[config.mk]
export PLATFORM = sky130hd
export DESIGN_NAME = scsr_top
export DESIGN_NICKNAME = d
export VERILOG_FILES = /design/src/scsr_pkg.sv /design/src/scsr_evt_if.sv /design/src/scsr_top.sv /design/src/scsr_status_bank.sv /design/src/scsr_reset_gen.sv
export VERILOG_INCLUDE_DIRS = /design/src
export SDC_FILE = /design/constraint.sdc
export NUM_CORES = 1
export LEC_CHECK = 0
export BUFFER_PORTS_ARGS = -buffer_cell sky130_fd_sc_hd__buf_2
export CORE_ASPECT_RATIO = 1.25
export CORE_MARGIN = 2
export CORE_UTILIZATION = 52
export CTS_BUF_LIST = sky130_fd_sc_hd__clkbuf_4
export CTS_CLUSTER_DIAMETER = 100
export CTS_CLUSTER_SIZE = 14
export DETAILED_ROUTE_END_ITERATION = 6
export PLACE_DENSITY = 0.83
export RECOVER_POWER = 100
export SYNTH_ARGS = -nofsm -noshare
export SYNTH_HDL_FRONTEND = slang
export SYNTH_HIERARCHICAL = 1
export SYNTH_SLANG_ARGS = --single-unit
[constraint.sdc]
create_clock -name i_ref_clk -period 2.4 [get_ports i_ref_clk]
set_input_delay 0.24 -clock i_ref_clk [delete_from_list [all_inputs] [get_ports i_ref_clk]]
set_output_delay 0.24 -clock i_ref_clk [all_outputs]
set_load 0.01 [all_outputs]
[src/scsr_regs.svh]
`ifndef SCSR_REGS_SVH
`define SCSR_REGS_SVH

// register byte offsets inside the device memory window
`define SCSR_ADDR_W           24
`define SCSR_OFF_SOFT_RESET   24'h00E000
`define SCSR_OFF_STATUS       24'h00E004
`define SCSR_OFF_MASK         24'h00E008
`define SCSR_OFF_CONFIG       24'h00E00C
`define SCSR_OFF_RSVD_A       24'h00E010
`define SCSR_OFF_RATE_LEN     24'h00E014
`define SCSR_OFF_PEAK_DEPTH   24'h00E018
`define SCSR_OFF_RSVD_B       24'h00E01C
`define SCSR_OFF_TX_HALT_CLR  24'h00E020
`define SCSR_OFF_RX_HALT_CLR  24'h00E024

// event status field positions
`define SCSR_STAT_W           12
`define SCSR_BIT_RX_DONE      0
`define SCSR_BIT_TX_DONE      1
`define SCSR_BIT_SMALL_EMPTY  2
`define SCSR_BIT_BIG_EMPTY    3
`define SCSR_BIT_RX_UNAVAIL   4
`define SCSR_BIT_TX_UNAVAIL   5
`define SCSR_BIT_TX_FREEZE    6
`define SCSR_BIT_RX_FREEZE    7
`define SCSR_BIT_LOCAL_IRQ    10
`define SCSR_STAT_IMPL        12'h4FF
`define SCSR_STAT_KEEP        12'h0C0
`define SCSR_STAT_RESET       12'h000

// engine configuration field positions
`define SCSR_BIT_TX_EN        1
`define SCSR_BIT_RX_EN        2
`define SCSR_BIT_FILLER       5
`define SCSR_CFG_RESET        1'b0

// other register widths and reset values
`define SCSR_RATE_LEN_W       11
`define SCSR_PEAK_DEPTH_W     20
`define SCSR_DATA_RESET       32'h0000_0000

// internal reset hold length after a software reset write, in cycles
`define SCSR_SRST_CYCLES      4'h8

`endif

[src/scsr_pkg.sv]
package scsr_pkg;

  // status and mask vector
  typedef logic [11:0] scsr_stat_t;

  // reset generator states
  typedef enum logic [1:0] {
    SCSR_RUN  = 2'b00,
    SCSR_HOLD = 2'b01
  } scsr_rst_state_e;

endpackage : scsr_pkg

[src/scsr_evt_if.sv]
`timescale 1ns/1ps

// carries events and clear commands between the top and the status bank
interface scsr_evt_if;
  import scsr_pkg::*;

  scsr_stat_t set_ev;      // one-cycle event pulses, one per status bit
  logic       rd_clr;      // status register read this cycle
  logic       tx_frz_clr;  // clear transmit freeze command
  logic       rx_frz_clr;  // clear receive freeze command
  scsr_stat_t status;      // current status bits

  modport ctrl (
    output set_ev,
    output rd_clr,
    output tx_frz_clr,
    output rx_frz_clr,
    input  status
  );

  modport bank (
    input  set_ev,
    input  rd_clr,
    input  tx_frz_clr,
    input  rx_frz_clr,
    output status
  );

endinterface : scsr_evt_if

[src/scsr_top.sv]
// Overview of operation
// - any soft reset write resets like hardware
// - status read-only; read clears non-freeze bits
// - interrupt when status bit and mask set
// - interrupt level held until cause cleared
// - descriptor handoff sets bit 1 tx, 0 rx
// - empty free ring sets bit 3/2, drops cell
// - free shortage also flags buffer allocation error
// - receive completion ring unavailable sets bit 4
// - tx completion unavailable sets bit 5, freeze
// - transmit freeze halts transmit like disable
// - rx unavailable sets receive freeze, stops receive
// - local bus interrupt sets bit 10
// - one mask bit per status bit
// - config readable: rx en, tx en, filler
// - only clear command clears transmit freeze
// - only clear command clears receive freeze
// - clear command write re-enables that side
// - tx enable resets zero; stops new fetches
// - rx enable resets zero; drops all cells
// - filler: zero unassigned cells, one idle cells
`timescale 1ns/1ps
`include "scsr_regs.svh"

module scsr_top
  import scsr_pkg::*;
(
  // clock and hardware reset
  input  wire logic        i_ref_clk,
  input  wire logic        i_rst,
  // register access port from the PCI target
  input  wire logic        i_reg_wr,
  input  wire logic        i_reg_rd,
  input  wire logic [23:0] i_reg_addr,
  input  wire logic [31:0] i_reg_wdata,
  output logic [31:0]      o_reg_rdata,
  // datapath events, one-cycle pulses on i_ref_clk
  input  wire logic        i_tx_desc_done,
  input  wire logic        i_rx_desc_done,
  input  wire logic        i_small_free_empty,
  input  wire logic        i_big_free_empty,
  input  wire logic        i_rx_compl_unavail,
  input  wire logic        i_tx_compl_unavail,
  // local bus interrupt pin, asynchronous level
  input  wire logic        i_local_irq,
  // PCI interrupt, open drain active low
  output logic             o_inta_n_out,
  output logic             o_inta_n_oe,
  // datapath controls
  output logic             o_rst_int,
  output logic             o_tx_fetch_en,
  output logic             o_rx_accept_en,
  output logic             o_filler_idle,
  output logic             o_rx_cell_drop,
  output logic             o_alloc_err_set,
  output logic             o_rx_pkt_discard,
  output logic [10:0]      o_rate_table_length,
  output logic [19:0]      o_queue_peak_depth
);

  scsr_evt_if evt ();

  logic       rst_int;
  logic       soft_req;
  logic       wr_status_rd;
  logic       wr_tx_clr;
  logic       wr_rx_clr;

  // write and read strobes per register
  function automatic logic hit(input logic [23:0] addr, input logic [23:0] off);
    hit = (addr == off);
  endfunction : hit

  assign soft_req     = i_reg_wr & hit(i_reg_addr, `SCSR_OFF_SOFT_RESET);
  assign wr_status_rd = i_reg_rd & hit(i_reg_addr, `SCSR_OFF_STATUS);
  assign wr_tx_clr    = i_reg_wr & hit(i_reg_addr, `SCSR_OFF_TX_HALT_CLR);
  assign wr_rx_clr    = i_reg_wr & hit(i_reg_addr, `SCSR_OFF_RX_HALT_CLR);

  // software reset generator, held only by the hardware reset
  scsr_reset_gen u_rst (
    .i_ref_clk  (i_ref_clk),
    .i_rst      (i_rst),
    .i_soft_req (soft_req),
    .o_rst_int  (rst_int)
  );

  assign o_rst_int = rst_int;

  // local interrupt pin synchroniser, three stages
  logic       lirq_s1_q;
  logic       lirq_s2_q;
  logic       lirq_s3_q;
  logic       lirq_lvl_q;
  logic       lirq_lvl_d;
  logic       lirq_rise;

  // accepted level moves only when the second and third stages agree
  always_comb begin
    lirq_lvl_d = lirq_lvl_q;
    if (lirq_s2_q == lirq_s3_q) begin
      lirq_lvl_d = lirq_s3_q;
    end
    lirq_rise = lirq_lvl_d & ~lirq_lvl_q;
  end

  // synchroniser and accepted level registers
  always_ff @(posedge i_ref_clk or posedge rst_int) begin
    if (rst_int) begin
      lirq_s1_q  <= 1'b0;
      lirq_s2_q  <= 1'b0;
      lirq_s3_q  <= 1'b0;
      lirq_lvl_q <= 1'b0;
    end else begin
      lirq_s1_q  <= i_local_irq;
      lirq_s2_q  <= lirq_s1_q;
      lirq_s3_q  <= lirq_s2_q;
      lirq_lvl_q <= lirq_lvl_d;
    end
  end

  // gather datapath events into the status set vector
  always_comb begin
    evt.set_ev = '0;
    evt.set_ev[`SCSR_BIT_RX_DONE]     = i_rx_desc_done;
    evt.set_ev[`SCSR_BIT_TX_DONE]     = i_tx_desc_done;
    evt.set_ev[`SCSR_BIT_SMALL_EMPTY] = i_small_free_empty;
    evt.set_ev[`SCSR_BIT_BIG_EMPTY]   = i_big_free_empty;
    evt.set_ev[`SCSR_BIT_RX_UNAVAIL]  = i_rx_compl_unavail;
    evt.set_ev[`SCSR_BIT_TX_UNAVAIL]  = i_tx_compl_unavail;
    evt.set_ev[`SCSR_BIT_LOCAL_IRQ]   = lirq_rise;
  end

  assign evt.rd_clr     = wr_status_rd;
  assign evt.tx_frz_clr = wr_tx_clr;
  assign evt.rx_frz_clr = wr_rx_clr;

  // sticky event status with clear-on-read
  scsr_status_bank u_stat (
    .i_ref_clk (i_ref_clk),
    .i_rst     (rst_int),
    .evt       (evt)
  );

  // writable registers
  scsr_stat_t                    mask_q;
  scsr_stat_t                    mask_d;
  logic                          tx_en_q;
  logic                          tx_en_d;
  logic                          rx_en_q;
  logic                          rx_en_d;
  logic                          filler_q;
  logic                          filler_d;
  logic [`SCSR_RATE_LEN_W-1:0]   rate_len_q;
  logic [`SCSR_RATE_LEN_W-1:0]   rate_len_d;
  logic [`SCSR_PEAK_DEPTH_W-1:0] peak_q;
  logic [`SCSR_PEAK_DEPTH_W-1:0] peak_d;

  // register write decode
  always_comb begin
    mask_d     = mask_q;
    tx_en_d    = tx_en_q;
    rx_en_d    = rx_en_q;
    filler_d   = filler_q;
    rate_len_d = rate_len_q;
    peak_d     = peak_q;
    if (i_reg_wr) begin
      if (hit(i_reg_addr, `SCSR_OFF_MASK)) begin
        mask_d = i_reg_wdata[`SCSR_STAT_W-1:0] & scsr_stat_t'(`SCSR_STAT_IMPL);
      end else if (hit(i_reg_addr, `SCSR_OFF_CONFIG)) begin
        tx_en_d  = i_reg_wdata[`SCSR_BIT_TX_EN];
        rx_en_d  = i_reg_wdata[`SCSR_BIT_RX_EN];
        filler_d = i_reg_wdata[`SCSR_BIT_FILLER];
      end else if (hit(i_reg_addr, `SCSR_OFF_RATE_LEN)) begin
        rate_len_d = i_reg_wdata[`SCSR_RATE_LEN_W-1:0];
      end else if (hit(i_reg_addr, `SCSR_OFF_PEAK_DEPTH)) begin
        peak_d = i_reg_wdata[`SCSR_PEAK_DEPTH_W-1:0];
      end
    end
  end

  // enables reset to zero, so both sides start disabled
  always_ff @(posedge i_ref_clk or posedge rst_int) begin
    if (rst_int) begin
      mask_q     <= `SCSR_STAT_RESET;
      tx_en_q    <= `SCSR_CFG_RESET;
      rx_en_q    <= `SCSR_CFG_RESET;
      filler_q   <= `SCSR_CFG_RESET;
      rate_len_q <= '0;
      peak_q     <= '0;
    end else begin
      mask_q     <= mask_d;
      tx_en_q    <= tx_en_d;
      rx_en_q    <= rx_en_d;
      filler_q   <= filler_d;
      rate_len_q <= rate_len_d;
      peak_q     <= peak_d;
    end
  end

  // read data mux; write-only, reserved and unmapped words read zero
  logic [31:0] rdata_q;
  logic [31:0] rdata_d;

  always_comb begin
    rdata_d = rdata_q;
    if (i_reg_rd) begin
      rdata_d = `SCSR_DATA_RESET;
      if (hit(i_reg_addr, `SCSR_OFF_STATUS)) begin
        rdata_d[`SCSR_STAT_W-1:0] = evt.status;
      end else if (hit(i_reg_addr, `SCSR_OFF_MASK)) begin
        rdata_d[`SCSR_STAT_W-1:0] = mask_q;
      end else if (hit(i_reg_addr, `SCSR_OFF_CONFIG)) begin
        rdata_d[`SCSR_BIT_TX_EN]  = tx_en_q;
        rdata_d[`SCSR_BIT_RX_EN]  = rx_en_q;
        rdata_d[`SCSR_BIT_FILLER] = filler_q;
      end else if (hit(i_reg_addr, `SCSR_OFF_RATE_LEN)) begin
        rdata_d[`SCSR_RATE_LEN_W-1:0] = rate_len_q;
      end else if (hit(i_reg_addr, `SCSR_OFF_PEAK_DEPTH)) begin
        rdata_d[`SCSR_PEAK_DEPTH_W-1:0] = peak_q;
      end
    end
  end

  // datapath side pulses
  logic rx_drop_q;
  logic rx_drop_d;
  logic alloc_q;
  logic alloc_d;
  logic discard_q;
  logic discard_d;

  // cell drop and allocation error on either free ring shortage
  always_comb begin
    alloc_d   = i_small_free_empty | i_big_free_empty;
    rx_drop_d = alloc_d;
    discard_d = i_rx_compl_unavail;
  end

  // read data and pulse registers
  always_ff @(posedge i_ref_clk or posedge rst_int) begin
    if (rst_int) begin
      rdata_q   <= `SCSR_DATA_RESET;
      rx_drop_q <= 1'b0;
      alloc_q   <= 1'b0;
      discard_q <= 1'b0;
    end else begin
      rdata_q   <= rdata_d;
      rx_drop_q <= rx_drop_d;
      alloc_q   <= alloc_d;
      discard_q <= discard_d;
    end
  end

  // interrupt follows status and mask, no edge needed to release it
  logic irq_any;

  assign irq_any      = |(evt.status & mask_q);
  assign o_inta_n_out = 1'b0;
  assign o_inta_n_oe  = irq_any;

  // freezes act exactly like clearing the matching enable
  assign o_tx_fetch_en  = tx_en_q & ~evt.status[`SCSR_BIT_TX_FREEZE];
  assign o_rx_accept_en = rx_en_q & ~evt.status[`SCSR_BIT_RX_FREEZE];
  assign o_filler_idle  = filler_q;

  assign o_reg_rdata         = rdata_q;
  assign o_rx_cell_drop      = rx_drop_q;
  assign o_alloc_err_set     = alloc_q;
  assign o_rx_pkt_discard    = discard_q;
  assign o_rate_table_length = rate_len_q;
  assign o_queue_peak_depth  = peak_q;

endmodule : scsr_top

[src/scsr_status_bank.sv]
`timescale 1ns/1ps
`include "scsr_regs.svh"

module scsr_status_bank
  import scsr_pkg::*;
(
  // clock and reset
  input  wire logic  i_ref_clk,
  input  wire logic  i_rst,
  // event and clear channel
  scsr_evt_if.bank   evt
);

  scsr_stat_t stat_q;
  scsr_stat_t stat_d;
  scsr_stat_t set_v;
  scsr_stat_t clr_v;

  // next status: set always wins over any clear in the same cycle
  always_comb begin
    set_v = evt.set_ev;
    set_v[`SCSR_BIT_TX_FREEZE] = evt.set_ev[`SCSR_BIT_TX_UNAVAIL];
    set_v[`SCSR_BIT_RX_FREEZE] = evt.set_ev[`SCSR_BIT_RX_UNAVAIL];
    clr_v = evt.rd_clr ? ~scsr_stat_t'(`SCSR_STAT_KEEP) : '0;
    clr_v[`SCSR_BIT_TX_FREEZE] = evt.tx_frz_clr;
    clr_v[`SCSR_BIT_RX_FREEZE] = evt.rx_frz_clr;
    stat_d = ((stat_q & ~clr_v) | set_v) & scsr_stat_t'(`SCSR_STAT_IMPL);
  end

  // status storage
  always_ff @(posedge i_ref_clk or posedge i_rst) begin
    if (i_rst) begin
      stat_q <= `SCSR_STAT_RESET;
    end else begin
      stat_q <= stat_d;
    end
  end

  assign evt.status = stat_q;

endmodule : scsr_status_bank

[src/scsr_reset_gen.sv]
`timescale 1ns/1ps
`include "scsr_regs.svh"

module scsr_reset_gen
  import scsr_pkg::*;
(
  // clock and hardware reset
  input  wire logic  i_ref_clk,
  input  wire logic  i_rst,
  // software reset request pulse
  input  wire logic  i_soft_req,
  // internal reset for the whole engine
  output logic       o_rst_int
);

  scsr_rst_state_e state_q;
  scsr_rst_state_e state_d;
  logic [3:0]      cnt_q;
  logic [3:0]      cnt_d;
  logic            rst_q;
  logic            rst_d;

  // hold the engine in reset for a fixed count after a soft request
  always_comb begin
    state_d = state_q;
    cnt_d   = cnt_q;
    case (state_q)
      SCSR_RUN: begin
        if (i_soft_req) begin
          state_d = SCSR_HOLD;
          cnt_d   = `SCSR_SRST_CYCLES;
        end
      end
      SCSR_HOLD: begin
        cnt_d = cnt_q - 4'h1;
        if (cnt_q == 4'h1) begin
          state_d = SCSR_RUN;
        end
      end
      default: state_d = SCSR_RUN;
    endcase
    rst_d = (state_d == SCSR_HOLD);
  end

  // registered so the internal reset is glitch free
  always_ff @(posedge i_ref_clk or posedge i_rst) begin
    if (i_rst) begin
      state_q <= SCSR_RUN;
      cnt_q   <= 4'h0;
      rst_q   <= 1'b1;
    end else begin
      state_q <= state_d;
      cnt_q   <= cnt_d;
      rst_q   <= rst_d;
    end
  end

  assign o_rst_int = rst_q;

endmodule : scsr_reset_gen

# Yosys cells after proc, flatten, opt, wreduce, memory -nomap -nowiden
# Cells that the tools add are included.
# totals
ff_bits	85
elab_cells	76
out_inout_bits	72
input_bits	67
# op_classes
bitwise	18
n_reduce_logical	8
muxes	19
add_sub_neg	1
eq_ne	13
# ops
cell	count
24-bit by 16-bit == test with 1-bit output, second input constant	8
12-bit 2-to-1 mux	2
11-bit AND	2
11-bit 2-to-1 mux	2
20-bit 2-to-1 mux	1
8-bit 2-to-1 mux	2
14-bit 2-to-1 mux	1
12-bit OR reduction	1
11-bit NOT	1
11-bit bitwise OR	1
9-bit 2-to-1 mux	1
2-bit 2-to-1 mux	4
4-bit case mux with 2 select lines	1
1-bit AND	7
1-bit NOT	6
5-bit AND reduction	1
2-bit by 1-bit == test with 1-bit output, second input constant	2
4-bit by 1-bit == test with 1-bit output, second input constant	1
4-bit 2-to-1 mux	1
2-bit case mux with 2 select lines	1
2-bit AND reduction	2
4-bit AND reduction	1
4-bit by 1-bit subtractor with 4-bit output, second input constant	1
1-bit 2-to-1 mux	3
6 further kinds	6

# Depth between registers and ports, before layout
# Gate-level depths: netlist of the first run.
# logic_depth
ltp_word	6
depth_mapped	8
depth_no_buf	7

# Modules after synthesis
# The synthesis of the first run kept the hierarchy.
# by_module_without_submodules
mod	cells_each	instances	seq_area_each_um2	area_each_um2
scsr_top	277	1	1726.7	3304.4
scsr_status_bank	26	1	225.2	334.1
scsr_reset_gen	30	1	176.4	325.3

# Worst setup path after synthesis of the first run
# OpenSTA, ideal clock, no wires.
# synth_path
kind	input-to-reg
startpoint	in i_reg_addr[17]
endpoint	reg mask_q[0]
setup_time_ps	125
path_buffers	0
required_ps	2275
stages	5
slack_ps	453
t_arrival_ps	1822
path_cell_list	or4_4 -> nor3_4 -> nand3_2 -> nor3_4 -> mux2_2
# synth_via
elab_chain_cells	2
# synth_lines
item	line	rtl
start, declared	scsr_top.sv:34	input wire logic [23:0] i_reg_addr,
24-bit by 16-bit == test with 1-bit output	scsr_top.sv:71	hit = (addr == off);
2-bit AND reduction (no line)	n/a	
end signal, assigned	scsr_top.sv:184	mask_q <= `SCSR_STAT_RESET;
end signal, assigned	scsr_top.sv:191	mask_q <= mask_d;
end, declared	scsr_top.sv:145	scsr_stat_t mask_q;
# Every way passes these cells.
# A chain may end at the register's enable or synchronous reset.

# Final worst setup path of the first run
# layout_path
startpoint	in i_reg_addr[17]
endpoint	reg peak_q[11], in the netlist o_queue_peak_depth[11]
# layout_via
elab_chain_cells	3
word_cells_on_any_way	8
cone_classes	eq/ne: 4; bitwise: 3; reduce/logical: 1
# layout_lines
item	line	rtl
24-bit by 16-bit == test with 1-bit output	scsr_top.sv:71	
1-bit NOT (no line)	n/a	
5-bit AND reduction (no line) (*)	n/a	
end signal, assigned	scsr_top.sv:196	peak_q <= peak_d;
end, declared	scsr_top.sv:155	logic [`SCSR_PEAK_DEPTH_W-1:0] peak_q;
# Mark *: on every way between the ends. The rest lies on a longest branch, timed or not.

==> flow_summary.ini, run 1 <==
[outcome]
outcome = complete, no violations

[floorplan]
start_util_pct = 53.6
fp.dieArea_mm2 = 0.00834
io_pins = 139
core-area_mm2 = 0.00740
die_h_um = 102
fp.dieW_um = 82.1
std_cell_rows = 35

[drt]
vias_per_cell = 5.55
detail-route-antenna-nets = 0
routed_wl_mm = 9.15
wl_per_cell_um = 16.6
vias = 3066
post-route-drc-count = 0
first_pass_iters = 6
drt-initial-drc-count = 160

[yosys]
ys_seq_elements = 85
syn_area_mm2 = 0.00396
syn_inst = 333
synthTopCellsByArea = dfrtp_1, mux2_2, a22o_1
ys_seq_area_share_pct = 53.7
synth_top_area_share_pct = 53.0
yosys_warnings = 6
synth.avg_cell_area_um2 = 11.9
yosys.area.top_type = dfrtp_1
ys_types = 46

[cts]
cts_resized = 0
cts_sinks = 85
cts_buffers = 9
clock_latency_ns = 0.42
post_cts_buffers = 0
clock-root-buffer = clkbuf_4
cts_buffer_depth = 2
cts_tree = yes
htree_num_levels = 3
clk_pin_slew_ns = 0.14
holdBufCountCts = 4

[sta]
fmax_mhz = 487
tns_ns = 0
finalHoldViolations = 0
worst_clock_skew_ns = 0.0133
slew_viol_final = 0
post-route-period-util_pct = 85.6
worstMarginPinSlew_ns = 1.02
hold_ws_ns = 0.0224
period_minus_slack_ns = 2.05
setup_slack_ns = 0.346
setup_viol = 0
relSlewSlack_pct = 31.9
grt_setup_unrepaired = no

[place]
place_area_mm2 = 0.00459
numPortBuffers = 113
routabilityCongestion = 0.825
place_ws_ns = 0.132
dp_hpwl_mm = 6.88
dp.cells = 529

[worst_setup_path]
r2r-end = mask_q[5]$_DFFE_PP0P_
arrival_ns = 2.36
rrSetupSlack_ns = 1.08
cp-end-kind = register
crit_type = in2reg
worst_setup_path_start_kind = input port
required_ns = 2.70
cp_max_fo = 9
crit_path_end = o_queue_peak_depth[11]$_DFFE_PP0P_
rr_startpoint = u_rst/o_rst_int$_DFF_PP1_
worstSetupStartpoint = i_reg_addr[17]
reg2reg_depth = 2

[final_layout]
fin_nets = 524
design_area_mm2 = 0.00464
drive_gt1_share_pct = 26.1
areaGrowthSynthToFinish_pct = 17.2
layout.cells.non_filler = 552
fillers = 657
antenna_cells = 0

[job]
cap_viol_max_count = 0

[worst_hold_path]
hold_path_class = in2reg

[global_route]
antenna_found_initial = 0
grt_pass1_wl_mm = 14.5
overflow = 0
grt_max_degree = 44
grt_pass1_vias = 3080
grt_usage_pct = 22.9

[power_and_ir_drop]
power.density_mw_per_mm2 = 493
leakage_nw = 2.20
ir_drop_mv = 0.314
-- area by class of cell --
| type | instances | area [µm²] | share of cell area (%) |
|---|---|---|---|
| multi-input cells | 218 | 1620 | 34.8 |
| flip-flops and latches | 85 | 2130 | 45.8 |
| clock inverters | 7 | 48.8 | 1.05 |
| clock buffers | 9 | 67.6 | 1.45 |
| inverters | 11 | 41.3 | 0.889 |
| well taps | 92 | 115 | 2.48 |
| repair buffers | 130 | 627 | 13.5 |
-- flip-flops by register name, summed over array words and instances (netlist names) --
register             count
o_filler_idle            1
tx_en_q                  1
lirq_s2_q                1
o_rx_pkt_discard         1
lirq_s3_q                1
u_stat/evt.status        9
lirq_s1_q                1
o_reg_rdata             20
mask_q                   9
u_rst/state_q            2
rx_en_q                  1
u_rst/o_rst_int          1
o_rate_table_length     11
lirq_lvl_q               1
o_queue_peak_depth      20
o_alloc_err_set          1
u_rst/cnt_q              4
-- through the flow --
step	power, mW	util [%]
floorplan	1.55	-
global placement	1.59	62.0
detailed placement	1.60	62.0
CTS	2.31	64.1
global route	2.39	62.8
finish	2.29	62.8
-- Yosys cell counts (all sizes together) --
cell type / instances
a21o: 9
a221oi: 1
a222oi: 1
a22o: 21
a22oi: 12
a31oi: 14
and2: 1
and2b: 1
and3: 6
buf: 22
clkbuf: 11
conb: 3
dfrtp: 84
dfstp: 1
ha: 2
inv: 11
maj3: 1
mux2: 44
nand2: 11
nand2b: 2
nand3: 12
nand4: 2
nand4b: 1
nor2: 8
nor2b: 13
nor3: 7
nor3b: 1
nor4: 3
o21ai: 15
o21bai: 1
o31a: 1
or2: 4
or2b: 1
or3: 3
or4: 3
-- power by group --
part           internal, mW  leakage [nW]  switching (mW)
clock                 0.219        0.0685           0.496
sequential             1.44          1.09         0.00501
combinational        0.0547          1.04          0.0726
-- cells by family (layout without fill, tap and decap cells) --
| group | Yosys count | after routing | share of synthesized area (%) |
|---|---|---|---|
| AO/OA/AOI/OAI | 75 | 75 | 13.6 |
| adder cells (fa/ha/maj) | 3 | 3 | 0.884 |
| AND/OR/NAND/NOR | 79 | 79 | 13.0 |
| flip-flops | 85 | 85 | 53.7 |
| buffers and inverters | 44 | 157 | 6.00 |
| other | 3 | 17 | 0.284 |
| multiplexers | 44 | 44 | 12.5 |
-- worst max-delay path, cell delays in order --
cell	delay, ns
buf_2	0.09
or4_1	0.61
nor2_1	0.37
and3_1	0.25
nand3_1	0.11
clkbuf_1	0.29
mux2_1	0.39
-- cell usage in the layout (no fill, tap or decap), drive strengths merged, types with 6 or more instances in the layout --
| cell type | instances |
|---|---|
| inv | 14 |
| nor2b | 13 |
| conb | 17 |
| dlygate4sd3 | 7 |
| a21o | 9 |
| nand2 | 11 |
| dfrtp | 84 |
| o21ai | 15 |
| a22o | 21 |
| and3 | 6 |
| buf | 56 |
| nor2 | 8 |
| nor3 | 7 |
| nand3 | 12 |
| a22oi | 12 |
| clkbuf | 76 |
| a31oi | 14 |
| mux2 | 44 |
-- layer usage --
metal / track usage, % / up-vias / routed length, µm
met1: 27.7 / 1482 / 3550
met4: 9.49 / 0 / 211
met5: 0 / - / 0
li1: - / 1423 / -
met2: 39.0 / 141 / 4760
met3: 5.53 / 20 / 635
-- worst min path at each step --
stage / end / start / slack, ns / cells after the start
6_report: u_stat/evt.status[5]$_DFF_PP0_ / i_tx_compl_unavail / 0.02 / 2
4_1_cts: o_queue_peak_depth[19]$_DFFE_PP0P_ / i_reg_wdata[19] / 0.0008 / 2
3_3_place_gp: u_rst/state_q[1]$_DFF_PP0_ / i_rst / 0.18 / 2
2_1_floorplan: u_rst/cnt_q[0]$_DFFE_PP0P_ / i_rst / 0.04 / 1
5_1_grt: o_queue_peak_depth[12]$_DFFE_PP0P_ / i_reg_wdata[12] / 0.002 / 2
3_5_place_dp: u_rst/state_q[1]$_DFF_PP0_ / i_rst / 0.18 / 2
(Power assumes the default switching activity.)
==> run 2: changes to the inputs <==
CORE_UTILIZATION = 51   (was 52)
PLACE_DENSITY = 0.82   (was 0.83)
SYNTH_HIERARCHICAL = not set   (was 1)
==> run 2 against run 1 <==
Compared with the run above: final area rose by 0.38%; sequential share of layout area is 0.17 points lower; utilization is 0.99 points higher; final cell count down 4.3%; sequential cell count is the same; clock skew rose by 0.0034 ns; die area down 1.3%; non-clock buffer count increased by 9; worst hold slack better by 0.0081 ns; critical endpoint is now o_queue_peak_depth[13]$_DFFE_PP0P_.
==> flow_summary.ini, run 2 <==
[final_layout]
antenna_cells = 0
fillers = 604
drive_gt1_share_pct = 30.0
layout_common_cells = dfrtp_1, clkbuf_1, buf_2, mux2_2, conb_1
fin_nets = 500
layout.cells.non_filler = 528
areaGrowthSynthToFinish_pct = 21.6
mostFrequentLayoutCell = dfrtp_1

[drt]
first_pass_iters = 4
routed_wl_mm = 9.33
vias = 3017
drt-initial-drc-count = 245
post-route-drc-count = 0
detail-route-antenna-nets = 0
wl_per_cell_um = 17.7
vias_per_cell = 5.71

[floorplan]
die_h_um = 101
io_pins = 139
start_util_pct = 52.4
core-area_mm2 = 0.00731
fp.dieArea_mm2 = 0.00823
std_cell_rows = 35
fp.dieW_um = 81.5

[yosys]
ys_seq_elements = 85
ys_types = 56
syn_inst = 293
syn_area_mm2 = 0.00383
ys_seq_area_share_pct = 55.5
synth_edf_count = 0
synthFlopType = dfrtp_1
yosys_warnings = 0
synth_common_cells = dfrtp_1, mux2_2, buf_4, a21o_1, a22o_1
synthTopCellsByArea = dfrtp_1, mux2_2, buf_4
yosys.area.top_type = dfrtp_1
synth_top_area_share_pct = 54.8
ys_async_sr_fraction_pct = 100
synth.avg_cell_area_um2 = 13.1
synthMostInstantiatedCell = dfrtp_1

[sta]
worst_clock_skew_ns = 0.0166
fmax_mhz = 512
setup_viol = 0
worstMarginPinSlew_ns = 0.621
finalHoldViolations = 0
tns_ns = 0
grt_setup_unrepaired = no
period_minus_slack_ns = 1.95
slew_viol_final = 0
post-route-period-util_pct = 81.3
relSlewSlack_pct = 58.4

[worst_setup_path]
crit_buf_inv = 2
crit_type = in2reg
rrSetupSlack_ns = 1.01
required_ns = 2.72
worst_setup_path_start_kind = input port
rr_startpoint = tx_en_q$_DFFE_PP0P_
arrival_ns = 2.27
r2r-end = o_reg_rdata[1]$_DFFE_PP0P_
cp_max_fo = 16
cp-end-kind = register
path_cells = buf_2 > or4b_1 > nor4_1 > nand4_1 > clkbuf_2 > mux2_1
reg2reg_depth = 4
cpLargestDelayFamily = simple AND/OR/NAND/NOR gates
cpPeakStageDelay_ns = 0.59
crit_slowest_cell = or4b_1

[global_route]
overflow = 0
grt_usage_pct = 24.2
grt_max_degree = 79
grt_pass1_vias = 2933
antenna_found_initial = 0
grt_pass1_wl_mm = 14.7

[place]
routabilityCongestion = 0.848
dp.cells = 502
numPortBuffers = 113
dp_hpwl_mm = 6.87

[cts]
cts_resized = 0
htree_num_levels = 3
clock_latency_ns = 0.43
cts_buffers = 9
cts_buffer_depth = 2
holdBufCountCts = 6
clk_pin_slew_ns = 0.13
post_cts_buffers = 0
cts_tree = yes
cts_sinks = 85
clock-root-buffer = clkbuf_4

[worst_hold_path]
whs_endpoint = o_queue_peak_depth[12]$_DFFE_PP0P_
min_path_cells = 2
hold_path_class = in2reg
hold_start = i_reg_wdata[12]

[job]
cap_viol_max_count = 0

[power_and_ir_drop]
power.density_mw_per_mm2 = 507
ir_drop_mv = 0.432
leakage_nw = 2.16

[outcome]
outcome = complete, no violations
[run 2: cell types whose count changed in the layout (fill, tap and decap cells not counted), moves of 8 or more]
cell / change
nor2b_1: -8
nand3_1: -8
mux2_1: -8
mux2_2: +11
a31oi_1: -11
o2bb2ai_1: +9
a22o_1: -11
o21ai_0: -10
[run 2: layout make-up]
cell class                 count  area [µm²]  area share [%]
inverter                       9        33.8           0.725
clock inverter                 7        66.3            1.42
timing repair buffer         139         689            14.8
multi-input combinational    187        1560            33.5
sequential                    85        2130            45.7
tap                           92         115            2.47
clock buffer                   9        67.6            1.45
[run 2: power by group]
part / internal, mW / switching, mW / total [mW]
Sequential: 1.44 / 0.00372 / 1.44
Combinational: 0.0607 / 0.0734 / 0.134
Clock: 0.310 / 0.478 / 0.788
Total: 1.81 / 0.555 / 2.37
[run 2: worst max path at each step]
stage                                   start                                 end  cells past startpoint
6_report                       i_reg_addr[19]  o_queue_peak_depth[13]$_DFFE_PP0P_                      6
5_1_grt                        i_reg_addr[19]  o_queue_peak_depth[13]$_DFFE_PP0P_                      6
4_1_cts        u_stat.evt.status[5]$_DFF_PP0_                         o_inta_n_oe                      4
3_5_place_dp                   i_reg_addr[19]  o_queue_peak_depth[13]$_DFFE_PP0P_                      6
3_3_place_gp                   i_reg_addr[19]  o_queue_peak_depth[12]$_DFFE_PP0P_                      6
2_1_floorplan       u_rst.o_rst_int$_DFF_PP1_                lirq_lvl_q$_DFF_PP0_                      1
[run 2: metal layers]
layer / wire [µm] / vias up / GRT usage [%]
met2: 4870 / 132 / 40.2
met5: 0 / - / 0
met3: 621 / 22 / 4.66
met1: 3540 / 1493 / 30.6
met4: 297 / 0 / 10.3
li1: - / 1370 / -
[run 2: logic make-up after synthesis]
| family | count (synthesis) | synth area share, % |
|---|---|---|
| AO/OA/AOI/OAI | 71 | 14.9 |
| adder cells (fa/ha/maj) | 3 | 0.914 |
| buffers and inverters | 34 | 4.93 |
| flip-flops | 85 | 55.5 |
| multiplexers | 48 | 14.1 |
| other | 1 | 0.0978 |
| AND/OR/NAND/NOR | 51 | 9.60 |
[run 2: per-stage QoR]
step                total power [mW]  utilization (%)  hold WS (ns)  setup slack, ns  instance area [µm²]
floorplan                       1.54                -        0.0427           0.0214                 3880
global placement                1.59             62.2         0.174            0.150                 4550
detailed placement              1.59             62.2         0.180            0.123                 4550
CTS                             2.38             64.8     0.0000306            0.486                 4740
global route                    2.46             63.7       0.00951            0.275                 4660
finish                          2.37             63.7        0.0305            0.448                 4660
==> run 3: changes to the inputs <==
ABC_AREA = 1   (was not set)
CORE_UTILIZATION = 52   (was 51)
clock period = 2 ns   (was 2.4 ns; I/O delays follow)
==> run 3 against run 2 <==
Compared with the run above: non-clock buffer count fell by 1; sequential cell count did not move; utilization fell by 1.3 points; global-route usage fell by 0.48 points; combinational power rose by 33%; routed wire length rose by 10%; via count rose by 21%; final area rose by 5.0%; area after synthesis rose by 9.8%; worst hold slack got worse by 0.013 ns; critical path type is now reg2out; critical endpoint is now o_inta_n_oe; largest cell class unchanged; highest routed layer unchanged.
==> flow_summary.ini, run 3 <==
[floorplan]
fp.dieW_um = 84.5
die_h_um = 105
std_cell_rows = 36
io_pins = 139
core-area_mm2 = 0.00784
start_util_pct = 53.7
fp.dieArea_mm2 = 0.00883

[final_layout]
layout.cells.non_filler = 709
layout_common_cells = nand2_1, dfrtp_1, clkbuf_1, buf_2, inv_1
drive_gt1_share_pct = 16.9
areaGrowthSynthToFinish_pct = 16.4
fin_nets = 678
mostFrequentLayoutCell = nand2_1
antenna_cells = 0

[drt]
vias = 3661
wl_per_cell_um = 14.5
vias_per_cell = 5.16
drt-initial-drc-count = 273
routed_wl_mm = 10.3
detail-route-antenna-nets = 0
post-route-drc-count = 0
first_pass_iters = 6

[sta]
grt_setup_unrepaired = no
slew_viol_final = 0
fmax_mhz = 520
period_minus_slack_ns = 1.92
setup_viol = 0
worst_clock_skew_ns = 0.0204
relSlewSlack_pct = 30.5
tns_ns = 0
post-route-period-util_pct = 96.2
worstMarginPinSlew_ns = 1.04
setup_slack_ns = 0.0762
finalHoldViolations = 0

[place]
numPortBuffers = 113
place_ws_ns = 0.145
routabilityCongestion = 0.953
dp.cells = 674
dp_hpwl_mm = 7.42

[worst_setup_path]
rr_startpoint = u_rst.o_rst_int$_DFF_PP1_
crit_type = reg2out
path_cells = a22o_1 > a221oi_1 > nand3_1 > clkbuf_2
cp-end-kind = primary output
crit_slowest_cell = dfrtp_1
arrival_ns = 1.72
rrSetupSlack_ns = 0.66
reg2reg_depth = 2
cp_max_fo = 3
required_ns = 1.80
r2r-end = o_reg_rdata[10]$_DFFE_PP0P_
worst_setup_path_start_kind = register
cpPeakStageDelay_ns = 0.45

[yosys]
yosys.area.top_type = dfrtp_1
synth_edf_count = 0
yosys_warnings = 0
synthTopCellsByArea = dfrtp_1, nand2_1, inv_1
synth.avg_cell_area_um2 = 8.82
synth_top_area_share_pct = 50.0
synth_common_cells = nand2_1, dfrtp_1, inv_1, nand3_1, nand4_1
ys_seq_elements = 85
synthFlopType = dfrtp_1
synthMostInstantiatedCell = nand2_1
ys_async_sr_fraction_pct = 100
syn_area_mm2 = 0.00421
ys_types = 35
syn_inst = 477
ys_seq_area_share_pct = 50.6

[outcome]
outcome = complete, no violations

[job]
cap_viol_max_count = 0

[global_route]
antenna_found_initial = 0
grt_max_degree = 79
grt_pass1_vias = 3541
overflow = 0
grt_usage_pct = 23.7
grt_pass1_wl_mm = 16.8

[cts]
cts_resized = 0
cts_buffers = 9
cts_buffer_depth = 2
post_cts_buffers = 0
clock_latency_ns = 0.44
cts_tree = yes
htree_num_levels = 3
clock-root-buffer = clkbuf_4
cts_sinks = 85
clk_pin_slew_ns = 0.13

[power_and_ir_drop]
pwr-share-clk_pct = 31.2
power.density_mw_per_mm2 = 567
ir_drop_mv = 0.371
switching_share_pct = 25.5
sequentialPowerShare_pct = 62.4
combinationalPowerShare_pct = 6.4
report.power.total_mw = 2.78
p_switching_uw = 709
leakage_nw = 2.39
internal-power_mw = 2.07

[worst_hold_path]
whs_endpoint = o_queue_peak_depth[14]$_DFFE_PP0P_
min_path_cells = 3
hold_start = i_reg_wdata[14]
hold_path_class = in2reg
run 3: cell types whose count changed after synthesis, moves of 7 or more:
| cell | change |
|---|---|
| a22o_1 | -8 |
| nand4_1 | +26 |
| mux2_2 | -45 |
| nand2_2 | +12 |
| o2bb2ai_1 | -9 |
| o21ai_0 | +7 |
| o21ai_2 | +17 |
| nor2_4 | +8 |
| nor2_1 | +12 |
| o21ai_1 | +18 |
| inv_1 | +40 |
| nand2_1 | +127 |
| a21o_1 | -10 |
| nand3_1 | +27 |
run 3: repair_timing:
item | CTS | global route
hold endpoints to repair | 29 | 0
setup endpoints to repair | 0 | 0
hold buffers | 19 | 0
run 3: final cells by class:
class | instances | area, µm²
clock buffer | 9 | 67.6
clock inverter | 7 | 50.0
multi-input combinational | 321 | 1610
fill | 727 | 2940
timing repair buffer | 138 | 719
inverter | 54 | 206
sequential | 85 | 2130
tap | 95 | 119
run 3: cell families (layout without fill, tap and decap cells):
family                     after synthesis  in the layout  share of synthesized area (%)
other                                    1             14                         0.0891
and+or+nand+nor                        242            242                           28.6
xor gates and xnor gates                 1              1                          0.208
buffers and inverters                   84            208                           10.0
DFF                                     85             85                           50.6
AOI/OAI and AO/OA                       61             61                           9.69
adders and majority gates                3              3                          0.833
run 3: through the flow:
stage	utilization, %	cell area, µm²	hold WS [ns]
2_1_floorplan	-	4260	0.00267
6_report	62.5	4900	0.0178
5_1_grt	62.5	4900	0.00876
3_3_place_gp	61.0	4780	0.133
4_1_cts	65.0	5090	0.000874
3_5_place_dp	61.0	4780	0.141
run 3: metal layers:
layer	GRT usage, %	routed length (µm)
met2	39.3	5230
met5	0	0
met3	4.42	525
met4	10.4	286
met1	30.3	4230
run 3: how the worst max path moves through the flow:
stage | from | depth (start not counted) | slack [ns] | to
after global placement | i_reg_addr[7] | 9 | 0.21 | o_queue_peak_depth[7]$_DFFE_PP0P_
after detailed placement | i_reg_addr[1] | 9 | 0.14 | o_queue_peak_depth[3]$_DFFE_PP0P_
after global routing | u_stat.evt.status[3]$_DFF_PP0_ | 4 | 0.03 | o_inta_n_oe
final | u_stat.evt.status[3]$_DFF_PP0_ | 4 | 0.08 | o_inta_n_oe
after floorplan | i_reg_addr[23] | 9 | 0.67 | mask_q[0]$_DFFE_PP0P_
after CTS | u_stat.evt.status[3]$_DFF_PP0_ | 4 | 0.06 | o_inta_n_oe
run 3: power groups by stage:
stage,sequential [mW],combinational [mW],clock [mW]
2_1_floorplan,1.77,0.0939,0
3_3_place_gp,1.76,0.148,0
3_5_place_dp,1.76,0.152,0
4_1_cts,1.73,0.182,0.886
5_1_grt,1.73,0.198,0.950
6_report,1.73,0.178,0.866
run 3: critical path, delay by kind of cell, from the launching register on:
kind	cells	cell delay, ns
AO/OA/AOI/OAI	2	0.52
buffers and inverters	1	0.16
AND/OR/NAND/NOR	1	0.17
flip-flops	1	0.45
